[src/ccrg_pkg.sv]
// Package: constants and carriers for the processor clock and reset generator
package ccrg_pkg;
  localparam int unsigned MASTER_HZ        = 20_000_000;
  localparam int unsigned CPU_DIV          = 6;
  localparam logic [2:0]  CPU_DIV_LAST     = 3'h5;
  localparam logic [2:0]  CPU_DIV_HALF     = 3'h3;
  localparam int unsigned POR_TIME_MS      = 2;
  localparam int unsigned POR_CYCLES       = (MASTER_HZ / 1000) * POR_TIME_MS;
  localparam int unsigned REL_TIME_US      = 1000;
  localparam int unsigned REL_CYCLES       = (MASTER_HZ / 1_000_000) * REL_TIME_US;
  localparam int unsigned DEB_TIME_US      = 200;
  localparam int unsigned DEB_CYCLES       = (MASTER_HZ / 1_000_000) * DEB_TIME_US;
  localparam int unsigned TMR_W            = 24;

  typedef struct packed {
    logic cpu_reset_n;
    logic nmi_n;
    logic system_reset_out_n;
  } ccrg_resets_t;

  typedef struct packed {
    logic master_to_cpu_div;
    logic master_to_video_div;
    logic master_to_video_proc;
  } ccrg_clk_fan_t;
endpackage

[src/ccrg_timer.sv]
// One-shot down counter used by the reset timers
`timescale 1ns/10ps
module ccrg_timer
  import ccrg_pkg::*;
#(
  parameter int unsigned CYCLES = 16
)
(
  // Clock and reset
  input  wire logic clock,
  input  wire logic reset,
  // Control
  input  wire logic restart,
  output logic      expired
);
  logic [TMR_W-1:0] count_reg;

  // Restart reloads; count runs down and parks at zero
  always_ff @(posedge clock or posedge reset)
  begin
    if (reset)
      count_reg <= '0;
    else if (restart)
      count_reg <= TMR_W'(CYCLES - 1);
    else if (count_reg != '0)
      count_reg <= count_reg - 1'b1;
  end

  assign expired = (count_reg == '0) && !restart;
endmodule

[src/ccrg_divider.sv]
// Divide-by-six processor clock counter with dual clear
`timescale 1ns/10ps
module ccrg_divider
  import ccrg_pkg::*;
(
  // Clock and reset
  input  wire logic clock,
  input  wire logic reset,
  // Clear inputs, active high
  input  wire logic clear_a,
  input  wire logic clear_b,
  // Output
  output logic      cpu_clk_out
);
  logic [2:0] count_reg;
  logic       held;

  assign held = clear_a & clear_b;

  always_ff @(posedge clock or posedge reset)
  begin
    if (reset)
      count_reg <= 3'h0;
    else if (held)
      count_reg <= 3'h0;
    else if (count_reg == CPU_DIV_LAST)
      count_reg <= 3'h0;
    else
      count_reg <= count_reg + 3'h1;
  end

  // Registered so the processor clock is glitch free
  always_ff @(posedge clock or posedge reset)
  begin
    if (reset)
      cpu_clk_out <= 1'b0;
    else if (held)
      cpu_clk_out <= 1'b0;
    else
      cpu_clk_out <= (count_reg >= CPU_DIV_HALF) ? 1'b0 : 1'b1;
  end
endmodule

[src/ccrg_top.sv]
// Processor clock and reset generator top level
`timescale 1ns/10ps
module ccrg_top
  import ccrg_pkg::*;
(
  // Clock and power-up reset
  input  wire logic    clock,
  input  wire logic    reset,
  // Factory test, active low
  input  wire logic    factory_test_n,
  // Pushbutton, active low when pressed
  input  wire logic    restart_pushbutton,
  // Processor halt status, active low
  input  wire logic    cpu_halt_n,
  // Clock outputs
  output ccrg_clk_fan_t clk_fan,
  output logic          cpu_clk,
  // Reset outputs
  output ccrg_resets_t  resets
);
  logic btn_meta_reg;
  logic btn_sync_reg;
  logic btn_stable_reg;
  logic btn_prev_reg;
  logic [TMR_W-1:0] deb_reg;
  logic por_start_reg;
  logic por_expired;
  logic rel_expired;
  logic rel_restart;
  logic pressed;
  logic nmi_active_reg;
  logic halt_latched_reg;
  logic por_active;

  // Master clock fan-out to the three consumers
  assign clk_fan.master_to_cpu_div    = clock;
  assign clk_fan.master_to_video_div  = clock;
  assign clk_fan.master_to_video_proc = clock;

  // Second clear is the inverted test line: idle high keeps it low
  ccrg_divider u_cpu_clock_divider (
    .clock       (clock),
    .reset       (reset),
    .clear_a     (1'b1),
    .clear_b     (!factory_test_n),
    .cpu_clk_out (cpu_clk)
  );

  // Power-on timer starts once, on the first edge after reset
  always_ff @(posedge clock or posedge reset)
  begin
    if (reset)
      por_start_reg <= 1'b1;
    else
      por_start_reg <= 1'b0;
  end

  ccrg_timer #(.CYCLES(POR_CYCLES)) u_power_on_timer (
    .clock   (clock),
    .reset   (reset),
    .restart (por_start_reg),
    .expired (por_expired)
  );

  assign por_active = !por_expired;

  // Two-flop synchroniser; only the second stage is examined
  always_ff @(posedge clock or posedge reset)
  begin
    if (reset)
    begin
      btn_meta_reg <= 1'b1;
      btn_sync_reg <= 1'b1;
    end
    else
    begin
      btn_meta_reg <= restart_pushbutton;
      btn_sync_reg <= btn_meta_reg;
    end
  end

  // Debounce: accept a level only after it is steady
  always_ff @(posedge clock or posedge reset)
  begin
    if (reset)
    begin
      deb_reg        <= '0;
      btn_stable_reg <= 1'b1;
    end
    else if (btn_sync_reg == btn_stable_reg)
      deb_reg <= '0;
    else if (deb_reg == TMR_W'(DEB_CYCLES - 1))
    begin
      deb_reg        <= '0;
      btn_stable_reg <= btn_sync_reg;
    end
    else
      deb_reg <= deb_reg + 1'b1;
  end

  assign pressed = !btn_stable_reg;

  // Timer is held reloaded while pressed, runs after release
  assign rel_restart = pressed;

  ccrg_timer #(.CYCLES(REL_CYCLES)) u_button_release_timer (
    .clock   (clock),
    .reset   (reset),
    .restart (rel_restart),
    .expired (rel_expired)
  );

  always_ff @(posedge clock or posedge reset)
  begin
    if (reset)
      btn_prev_reg <= 1'b1;
    else
      btn_prev_reg <= btn_stable_reg;
  end

  // Halt latches the restart network until the next power-up
  always_ff @(posedge clock or posedge reset)
  begin
    if (reset)
      halt_latched_reg <= 1'b0;
    else if (!cpu_halt_n && !por_active)
      halt_latched_reg <= 1'b1;
  end

  // Restart active from press until release timer expires
  always_ff @(posedge clock or posedge reset)
  begin
    if (reset)
      nmi_active_reg <= 1'b0;
    else if (halt_latched_reg || por_active)
      nmi_active_reg <= 1'b0;
    else if (pressed)
      nmi_active_reg <= 1'b1;
    else if (rel_expired)
      nmi_active_reg <= 1'b0;
  end

  // Reset outputs, registered
  always_ff @(posedge clock or posedge reset)
  begin
    if (reset)
      resets <= '0;
    else
    begin
      resets.cpu_reset_n        <= !por_active;
      resets.nmi_n              <= !nmi_active_reg;
      resets.system_reset_out_n <= !(por_active || nmi_active_reg);
    end
  end

  // Assertions
  AST_POR_HOLDS: assert property (@(posedge clock) disable iff (reset)
    por_active |=> !resets.cpu_reset_n)
    else $error("Processor reset released during power-on interval");
  AST_POR_STAYS: assert property (@(posedge clock) disable iff (reset)
    resets.cpu_reset_n |=> resets.cpu_reset_n)
    else $error("Processor reset reasserted after release");
  AST_NMI_PRESS: assert property (@(posedge clock) disable iff (reset)
    (pressed && !halt_latched_reg && !por_active) |=> ##1 !resets.nmi_n)
    else $error("Restart not driven low while button pressed");
  AST_NMI_HOLD: assert property (@(posedge clock) disable iff (reset)
    ($fell(pressed) && nmi_active_reg && !halt_latched_reg) |=> !resets.nmi_n [*8])
    else $error("Restart released before release timer");
  AST_SYSTEM_RESET_OUT_N: assert property (@(posedge clock) disable iff (reset)
    resets.system_reset_out_n == (resets.cpu_reset_n && resets.nmi_n))
    else $error("System reset out does not follow reset sources");
  AST_HALT_LOCK: assert property (@(posedge clock) disable iff (reset)
    halt_latched_reg |=> ##1 resets.nmi_n)
    else $error("Button restart acted while halted");
  AST_DIV_CLEAR: assert property (@(posedge clock) disable iff (reset)
    !factory_test_n |=> !cpu_clk)
    else $error("Divider not cleared under test");
  AST_DIV_SIX: assert property (@(posedge clock) disable iff (reset)
    (factory_test_n [*8] ##0 $rose(cpu_clk) ##1 factory_test_n [*6]) |-> $rose(cpu_clk))
    else $error("Processor clock period is not six master cycles");
  AST_SYNC_STAGE: assert property (@(posedge clock) disable iff (reset)
    ##1 btn_sync_reg == $past(btn_meta_reg))
    else $error("Synchroniser second stage mismatch");
  // Falling edge, where every fanned copy must read high
  AST_FAN: assert property (@(negedge clock) disable iff (reset)
    clk_fan == 3'h7)
    else $error("Master clock fan-out broken");
  AST_HALT_SRC: assert property (@(posedge clock) disable iff (reset)
    (cpu_halt_n && !halt_latched_reg && !por_active) |=> !halt_latched_reg)
    else $error("Halt latched without halt input");

  COV_POR_DONE: cover property (@(posedge clock) disable iff (reset)
    $rose(resets.cpu_reset_n));
  COV_NMI: cover property (@(posedge clock) disable iff (reset)
    $fell(resets.nmi_n));
  COV_NMI_END: cover property (@(posedge clock) disable iff (reset)
    $rose(resets.nmi_n));
  COV_HALT: cover property (@(posedge clock) disable iff (reset)
    $rose(halt_latched_reg));

  // Release marker keeps button edge state observable
  COV_RELEASE: cover property (@(posedge clock) disable iff (reset)
    !btn_prev_reg && btn_stable_reg);
endmodule

[config.mk]
export PLATFORM = sky130hd
export DESIGN_NAME = ccrg_top
export DESIGN_NICKNAME = d
export VERILOG_FILES = /design/src/ccrg_pkg.sv /design/src/ccrg_timer.sv /design/src/ccrg_divider.sv /design/src/ccrg_top.sv
export SDC_FILE = /design/constraint.sdc
export NUM_CORES = 1
export LEC_CHECK = 0
export ABC_AREA = 1
export ABC_CLOCK_PERIOD_IN_PS = 2600
export BUFFER_PORTS_ARGS = -buffer_cell sky130_fd_sc_hd__buf_2
export CAP_MARGIN = 15
export CORE_MARGIN = 4
export CORE_UTILIZATION = 45
export DETAILED_ROUTE_END_ITERATION = 8
export PLACE_DENSITY = 0.58
export SETUP_SLACK_MARGIN = 0.3
export SLEW_MARGIN = 20
export SYNTH_ARGS = -nofsm -noshare
export SYNTH_HDL_FRONTEND = slang
export SYNTH_HIERARCHICAL = 1
export SYNTH_SLANG_ARGS = --single-unit
export TNS_END_PERCENT = 20
[constraint.sdc]
create_clock -name clock -period 2.6 [get_ports clock]
set_clock_uncertainty 0.2 [all_clocks]
set_input_delay 0.52 -clock clock [delete_from_list [all_inputs] [get_ports clock]]
set_output_delay 0.52 -clock clock [all_outputs]
set_load 0.05 [all_outputs]
==> flow_summary_export.csv, run 1 <==
group,metric,value,unit
outcome,outcome,"finished, final reports clean",
sta,hold_viol_final,0,
route,wirelength,12320,microns
route,drc,0,
place,gp_congestion,0.8900,
setup_path,worstPathArrival,1.71,ns
pwr,vdd.ir_drop.worst,1.199,mV
sta,setup_ws,0.1740,ns
floorplanning,die_x,117.2,microns
pwr,comb_power_share,0.048,
floorplanning,top_level_ports,12,
route,drt_iter0_drc,326,
pwr,power_leakage,2.895,nW
synthesis,ys_seq_area_frac,0.3971,
synthesis,synthDistinctLibCells,37,
synthesis,yosysWarnings,6,
setup_path,reg2reg_to,"nmi_active_reg",
synthesis,syn_area,5369,sq um
synthesis,synth_edf_count,0,
grt,grt_max_degree,34,
pwr,p_sw,0.9269,mW
min_path,hold_path_class,"in -> reg",
synthesis,synth_cells,713,
place,dpl_worst_slack,0.3918,ns
pwr,swShare,0.2583,
floorplanning,start_util,0.4642,
clocking,insertion_delay,0.46,ns
flow_run,drv_cap,0,
synthesis,synth-xor-area-share,0.02261,
synthesis,yosys.area_share.adder,0.01398,
sta,slew_headroom,0.6149,
setup_path,worstSetupStartpoint,"clock",
synthesis,yosysMostFrequentCell,"nand2_1",
route,ant_nets,0,
floorplanning,core,11560,sq um
floorplanning,num_rows,39,
synthesis,async_flop_share,1.000,
pwr,p_seq_frac,0.386,
setup_path,crit_path_max_fanout,2,
final_layout,area_growth,12.07,%
pwr,p_int,2.661,mW
synthesis,syn_area_per_cell,7.530,sq um
synthesis,yosys.area.top_type_share,0.3775,
place,dpl.hpwl,9318,microns
synthesis,synth_top_family_by_area,"simple AND/OR/NAND/NOR gates",
synthesis,ys_ff_latch,85,
pwr,power.density,596.3,nW/um^2
sta,rsz0062_at_grt,"true",
setup_path,r2r_cells,9,
synthesis,yosys.area_share.simple,0.4495,
pwr,p_clk_frac,0.566,
setup_path,ff2ff_setup_slack,0.61,ns
sta,worst_slew_pin_slew,0.5771,ns
final_layout,drive_gt1_frac,0.1860,
clocking,cts_tree,"yes",
route,routedWlPerCell,13.93,microns
floorplanning,dieHeight,117.2,microns
floorplanning,die-area,13740,sq um
sta,fin_tns_setup,0,ns
setup_path,end_kind,"primary output",
route,firstDrtPassIters,5,
clocking,clk_pin_slew,0.06,ns
min_path,min_to,"halt_latched_reg",
grt,antenna_found_initial,0,
sta,drv_slew,0,
grt,track_usage,0.1989,
sta,fin_hold_ws,0.06407,ns
sta,finalSetupViolCount,0,
synthesis,ys.flop_type,"dfrtp_1",
synthesis,ys_top_cells_by_area,"dfrtp_1 (38%), nand2_1 (10%), nor2_1 (8.0%)",
route,via_per_inst,5.124,
final_layout,num-fill-cells,1097,
synthesis,synth_top_area_cell,"dfrtp_1",
min_path,hp-start,"cpu_halt_n",
setup_path,crit_type,"clk -> out",
setup_path,critPathLaunchType,"clock port",
setup_path,rr_startpoint,"u_button_release_timer/count_reg[0]",
grt,grt_overflow,0,
synthesis,synthMuxAreaShare,0,
place,placedInstanceArea,5548,sq um
final_layout,final_net_count,747,
final_layout,fin_area,6017,sq um
grt,first_global_vias,4388,
place,numPortBuffers,11,
pwr,total_power,3.588,mW
final_layout,diodes,0,
route,vias,4535,
setup_path,cp_data_required_time,1.88,ns
synthesis,synth_compound_area_frac,0.03682,
min_path,worstHoldPathCells,2,
synthesis,synthTopCellsByCount,"nand2_1 (148), nor2_1 (115), nand3_1 (86)",
grt,grt_pass1_wl,21160,microns
clocking,post-cts-setup-buffers,0,
## through the flow
stage                     std cells  utilization
after detailed placement        862       0.4797
after CTS                       885       0.5203
after global routing            885       0.5203
after global placement          862       0.4797
final                           885       0.5203
after floorplan                 714            -
## placed cells by master (no fill, tap or decap), drive strengths merged
cell / instances
a21o: 8
clkbuf: 17
nand2: 163
and2: 1
dfrtp: 81
xnor2: 2
buf: 15
nand3: 88
inv: 84
nor4: 2
ha: 6
nor3: 2
o21bai: 1
or2: 8
dlygate4sd3: 2
nand3b: 4
conb: 3
dfstp: 4
nand4: 26
xor2: 11
bufinv: 2
a21oi: 12
o21ai: 14
clkinv: 4
nor2: 182
## worst max-delay path: stages
cell	delay, ns
clkbuf_16	0.13
clkbuf_16	0.14
buf_6	0.14
## cell type report
| type | instances | area [sq um] | share of cell area |
|---|---|---|---|
| Clock buffer | 20 | 394.1 | 0.06550 |
| Inverter | 86 | 332.8 | 0.05531 |
| Clock inverter | 4 | 70.07 | 0.01164 |
| Sequential cell | 85 | 2132 | 0.3543 |
| Tap cell | 143 | 178.9 | 0.02974 |
| Timing Repair Buffer | 14 | 90.09 | 0.01497 |
| Multi-Input combinational cell | 533 | 2819 | 0.4685 |
## layer usage
metal / track usage / vias up / part of all wire
li1: - / 2301 / -
met1: 0.2601 / 2135 / 0.47
met2: 0.3133 / 78 / 0.47
met3: 0.05913 / 21 / 0.040
met4: 0.07110 / 0 / 0.017
met5: 0 / - / 0
## power by group through the flow
stage / clock network, mW / registers (mW) / logic (mW)
2_1_floorplan: 0.249 / 1.43 / 0.106
3_3_place_gp: 0.220 / 1.41 / 0.169
3_5_place_dp: 0.220 / 1.41 / 0.174
4_1_cts: 2.09 / 1.38 / 0.177
5_1_grt: 2.17 / 1.39 / 0.199
6_report: 2.03 / 1.39 / 0.172
## kinds of logic after synthesis
| kind of cell | after synthesis |
|---|---|
| compound gates | 35 |
| xor+xnor | 13 |
| other cells | 2 |
| fa+ha+maj | 6 |
| simple gates | 476 |
| flops | 85 |
| buf+inv | 96 |
## timing repair
action | CTS | global route
hold buffers | 2 | 0
endpoints found under the hold margin | 56 | 0
pin swaps | 0 | 0
setup endpoints to repair | 3 | 3
resized for setup | 6 | 0
## worst max-delay path by stage
| stage | endpoint | slack, ns | cells after the start |
|---|---|---|---|
| 2_1_floorplan | clk_fan[0] | 0.41 | 1 |
| 3_3_place_gp | clk_fan[0] | 0.39 | 1 |
| 3_5_place_dp | clk_fan[0] | 0.39 | 1 |
| 4_1_cts | clk_fan[1] | 0.17 | 3 |
| 5_1_grt | clk_fan[1] | 0.16 | 3 |
| 6_report | clk_fan[1] | 0.17 | 3 |
(Power assumes the default switching activity.)
==> run 2, diff against run 1 <==
Settings changed: SYNTH_HIERARCHICAL 1 to default.
==> flow_summary_export.csv, run 2 <==
group,metric,value,unit
final_layout,final_cell_mix,"nor2_1 (173), nand2_1 (159), dfrtp_1 (81)",
synthesis,synth_cells,711,
sta,finalSetupViolCount,0,
pwr,swShare,0.2912,
sta,fin_tns_setup,0,ns
clocking,clk_pin_slew,0.08,ns
final_layout,mostFrequentLayoutCell,"nor2_1",
floorplanning,num_rows,38,
setup_path,r2r_cells,8,
final_layout,diodes,0,
synthesis,synth_edf_count,0,
setup_path,rr_startpoint,"deb_reg[0]",
grt,grt_pass1_wl,21000,microns
sta,drv_slew,0,
synthesis,yosysWarnings,0,
sta,rsz0062_at_grt,"true",
final_layout,finish.utilization,0.5090,
route,drt_iter0_drc,258,
setup_path,ff2ff_setup_slack,0.62,ns
synthesis,ys_seq_area_frac,0.4253,
pwr,p_sw,0.8481,mW
setup_path,critPathLaunchType,"clock port",
pwr,p_clk_frac,0.504,
grt,first_global_vias,4503,
final_layout,num-fill-cells,1129,
setup_path,cp_data_required_time,1.88,ns
route,drc,0,
synthesis,syn_area_per_cell,7.051,sq um
route,vias,4578,
grt,antenna_found_initial,0,
place,gp_congestion,0.9416,
final_layout,final_net_count,745,
setup_path,reg2reg_to,"deb_reg[11]",
route,ant_nets,0,
route,firstDrtPassIters,5,
clocking,cts_tree,"yes",
final_layout,multi_input_area,2524,sq um
synthesis,ys_ff_latch,85,
synthesis,async_flop_share,1.000,
floorplanning,top_level_ports,12,
synthesis,yosys.area.top_type_share,0.4043,
pwr,power_leakage,2.565,nW
grt,grt_overflow,0,
pwr,p_seq_frac,0.464,
synthesis,synth_top_area_cell,"dfrtp_1",
floorplanning,dieHeight,113.6,microns
pwr,vdd.ir_drop.worst,0.5658,mV
synthesis,synthesis.nets,722,
route,wirelength,12030,microns
min_path,hold_path_class,"in -> reg",
setup_path,worstPathArrival,1.65,ns
floorplanning,core,10890,sq um
setup_path,crit_path_max_fanout,2,
final_layout,drive_gt1_frac,0.09189,
place,dpl.hpwl,9173,microns
setup_path,crit_type,"clk -> out",
route,routedWlPerCell,13.67,microns
synthesis,yosysMostFrequentCell,"nor2_1",
floorplanning,die-area,12890,sq um
final_layout,area_growth,10.53,%
synthesis,ys_top_cells_by_area,"dfrtp_1 (40%), nor2_1 (13%), nand2_1 (12%)",
grt,track_usage,0.2048,
final_layout,ff_latch_area,2132,sq um
synthesis,synthDistinctLibCells,30,
setup_path,crit_end,"clk_fan[0]",
pwr,comb_power_share,0.032,
floorplanning,start_util,0.4605,
pwr,p_int,2.065,mW
synthesis,ys.flop_type,"dfrtp_1",
clocking,insertion_delay,0.48,ns
route,via_per_inst,5.202,
sta,hold_viol_final,0,
setup_path,end_kind,"primary output",
flow_run,drv_cap,0,
outcome,outcome,"finished, final reports clean",
synthesis,synthTopCellsByCount,"nor2_1 (173), nand2_1 (159), dfrtp_1 (81)",
place,numPortBuffers,11,
grt,grt_max_degree,51,
setup_path,worstSetupStartpoint,"clock",
pwr,power.density,525.6,nW/um^2
synthesis,syn_area,5014,sq um
floorplanning,die_x,113.6,microns
run 2: cell count changes after synthesis, moves of 4 or more:
cell	before	now
nor2_1	115	173
nor2_2	46	9
nor2_4	18	6
nand2_1	148	159
nand3_1	86	78
inv_1	81	74
nand2_2	10	3
nor3_1	1	8
nand3b_1	4	10
nand2_4	5	0
nand4_1	24	28
run 2: worst min-delay path by stage:
stage,startpoint,endpoint,slack (ns),cells after the start
2_1_floorplan,btn_meta_reg,btn_sync_reg,0.15,0
3_3_place_gp,btn_meta_reg,btn_sync_reg,0.15,0
3_5_place_dp,btn_meta_reg,btn_sync_reg,0.15,0
4_1_cts,factory_test_n,u_cpu_clock_divider.count_reg[0],0.06,3
5_1_grt,factory_test_n,u_cpu_clock_divider.count_reg[0],0.05,3
6_report,factory_test_n,u_cpu_clock_divider.count_reg[0],0.08,3
run 2: layout make-up:
type                            count  area share
Multi-Input combinational cell    538      0.4554
Sequential cell                    85      0.3847
Inverter                           78     0.05351
Clock buffer                       19     0.04674
Tap cell                          140     0.03161
Timing Repair Buffer               15     0.02032
Clock inverter                      5    0.007677
run 2: worst max-delay path: stages:
cell,delay [ns]
buf_8,0.10
buf_8,0.11
buf_8,0.14
run 2: power groups by stage:
stage / sequential, mW / clock (mW) / combinational [mW]
2_1_floorplan: 1.38 / 0.249 / 0.0573
3_3_place_gp: 1.38 / 0.220 / 0.0918
3_5_place_dp: 1.38 / 0.220 / 0.0926
4_1_cts: 1.35 / 1.43 / 0.0964
5_1_grt: 1.35 / 1.59 / 0.108
6_report: 1.35 / 1.47 / 0.0926
run 2: timing repair:
action | CTS | global route
hold buffers | 3 | 0
gates resized for setup | 6 | 6
buffers inserted | 0 | 0
endpoints found under the setup margin | 3 | 3
cloned | 0 | 0
endpoints found under the hold margin | 16 | 0
run 2: cells by family (layout without fill, tap and decap cells):
family,after synthesis,after routing,synth area share
simple gates,483,483,0.4265
buf+inv,88,117,0.07137
flops,85,85,0.4253
compound gates,37,37,0.04192
xor+xnor,11,11,0.01922
fa+ha+maj,6,6,0.01497
other cells,1,1,0.0007480
run 2: metal layers:
layer	wire length (microns)	vias to the layer above	global-route usage
met5	0	-	0
met4	368	0	0.08173
met2	5401	94	0.3102
met1	5734	2135	0.2787
li1	-	2319	-
met3	523	30	0.05676
run 2: metrics by stage:
stage	instance area (sq um)	setup WS [ns]	total power [mW]	hold WS (ns)	std cells
4_1_cts	5527	0.1887	2.874	0.06000	880
5_1_grt	5542	0.2184	3.055	0.05268	880
3_5_place_dp	5225	0.3918	1.691	0.1537	856
3_3_place_gp	5225	0.3918	1.689	0.1501	856
2_1_floorplan	5017	0.4129	1.687	0.1452	711
6_report	5542	0.2251	2.913	0.07644	880
==> run 3, diff against run 2 <==
Settings changed: BUFFER_PORTS_ARGS -buffer_cell sky130_fd_sc_hd__buf_2 to default, DONT_BUFFER_PORTS from default to 1, GPL_ROUTABILITY_DRIVEN from default to 0, PLACE_DENSITY 0.58 to 0.57.
==> flow_summary_export.csv, run 3 (synthesis results as in run 2) <==
group,metric,value,unit
outcome,outcome,"finished, final reports clean",
floorplanning,top_level_ports,12,
place,dpl_worst_slack,0.5800,ns
floorplanning,num_rows,38,
grt,grt_pass1_wl,21450,microns
setup_path,end_kind,"primary output",
pwr,power.density,437.6,nW/um^2
floorplanning,die-area,12890,sq um
route,routedWlPerCell,14.51,microns
final_layout,fin_area,5358,sq um
sta,hold_viol_final,0,
setup_path,crit_type,"clk -> out",
sta,fin_hold_ws,0.04048,ns
clocking,insertion_delay,0.37,ns
route,ant_nets,0,
setup_path,crit_path_max_fanout,4,
pwr,power_leakage,2.463,nW
final_layout,finish.utilization,0.4921,
clocking,cts-resized-gates,0,
grt,track_usage,0.2086,
setup_path,rr_startpoint,"deb_reg[0]",
min_path,hold_path_class,"in -> reg",
floorplanning,start_util,0.4605,
final_layout,diodes,0,
pwr,vdd.ir_drop.worst,0.3469,mV
clocking,cts_root_buf,"clkbuf_8",
clocking,post-cts-setup-buffers,0,
setup_path,cp_data_required_time,1.88,ns
setup_path,critPathLaunchType,"clock port",
sta,fin_tns_setup,0,ns
final_layout,final_cell_mix,"nor2_1 (173), nand2_1 (159), dfrtp_1 (81)",
route,drc,0,
min_path,hp-start,"cpu_halt_n",
flow_run,drv_cap,0,
grt,antenna_found_initial,0,
floorplanning,dieHeight,113.6,microns
route,vias,4562,
final_layout,drive_gt1_frac,0.06657,
clocking,cts_buffers,9,
route,firstDrtPassIters,5,
route,drt_iter0_drc,375,
clocking,cts_buffer_depth,2,
route,via_per_inst,5.298,
place,dpl.hpwl,9222,microns
grt,grt_max_degree,86,
sta,drv_slew,0,
clocking,cts_tree,"yes",
place,numPortBuffers,0,
clocking,htreeDepth,3,
floorplanning,core,10890,sq um
sta,rsz0062_at_grt,"false",
grt,grt_overflow,0,
setup_path,worstPathArrival,1.30,ns
final_layout,mostFrequentLayoutCell,"nor2_1",
sta,finalSetupViolCount,0,
place,placedInstanceArea,5162,sq um
clocking,cts.sinks,85,
route,wirelength,12490,microns
final_layout,area_growth,6.863,%
floorplanning,die_x,113.6,microns
sta,setup_ws,0.5760,ns
final_layout,final_net_count,728,
setup_path,worstSetupStartpoint,"clock",
clocking,postCtsHoldBufs,2,
grt,first_global_vias,4415,
clocking,clk_pin_slew,0.08,ns
## run 3: cell count changes in the layout (fill, tap and decap cells not counted), sizes merged
cell         delta
clkinvlp        -1
clkbuf          -1
buf            -15
inv             -2
bufinv          +1
dlygate4sd3     -1
## run 3: metrics by stage
| step | power, mW | instances |
|---|---|---|
| after floorplan | 1.687 | 711 |
| after global placement | 1.462 | 844 |
| after detailed placement | 1.464 | 844 |
| after CTS | 2.379 | 861 |
| after global routing | 2.440 | 861 |
| final | 2.344 | 861 |
## run 3: metal layers
metal	up-vias	GRT usage	routed length [microns]
met2	110	0.3243	5737
met1	2152	0.2822	5912
li1	2282	-	-
met4	0	0.1114	307
met5	-	0	0
met3	18	0.02971	532
## run 3: worst paths after layout
| kind | to | slack [ns] | cells past startpoint |
|---|---|---|---|
| setup / recovery | clk_fan[1] | 0.58 | 0 |
| hold / removal | halt_latched_reg | 0.04 | 1 |
| setup reg to reg | deb_reg[12] | 0.62 | 7 |
| hold reg to reg | btn_sync_reg | 0.16 | 0 |
| max in group asynchronous | btn_stable_reg | 1.26 | 3 |
| min in group asynchronous | u_power_on_timer.count_reg[3] | 0.55 | 3 |
## run 3: area by class of cell
type / count / area, sq um
Inverter: 78 / 296.5
Clock buffer: 12 / 135.1
Multi-Input combinational cell: 538 / 2524
Fill cell: 1135 / 5530
Sequential cell: 85 / 2132
Tap cell: 140 / 175.2
Timing Repair Buffer: 5 / 55.05
Clock inverter: 3 / 40.04
## run 3: where the power goes
| group | switching [mW] | total [mW] | internal (mW) |
|---|---|---|---|
| Sequential | 0.0192 | 1.36 | 1.34 |
| Clock | 0.470 | 0.907 | 0.437 |
| Combinational | 0.0589 | 0.0797 | 0.0208 |
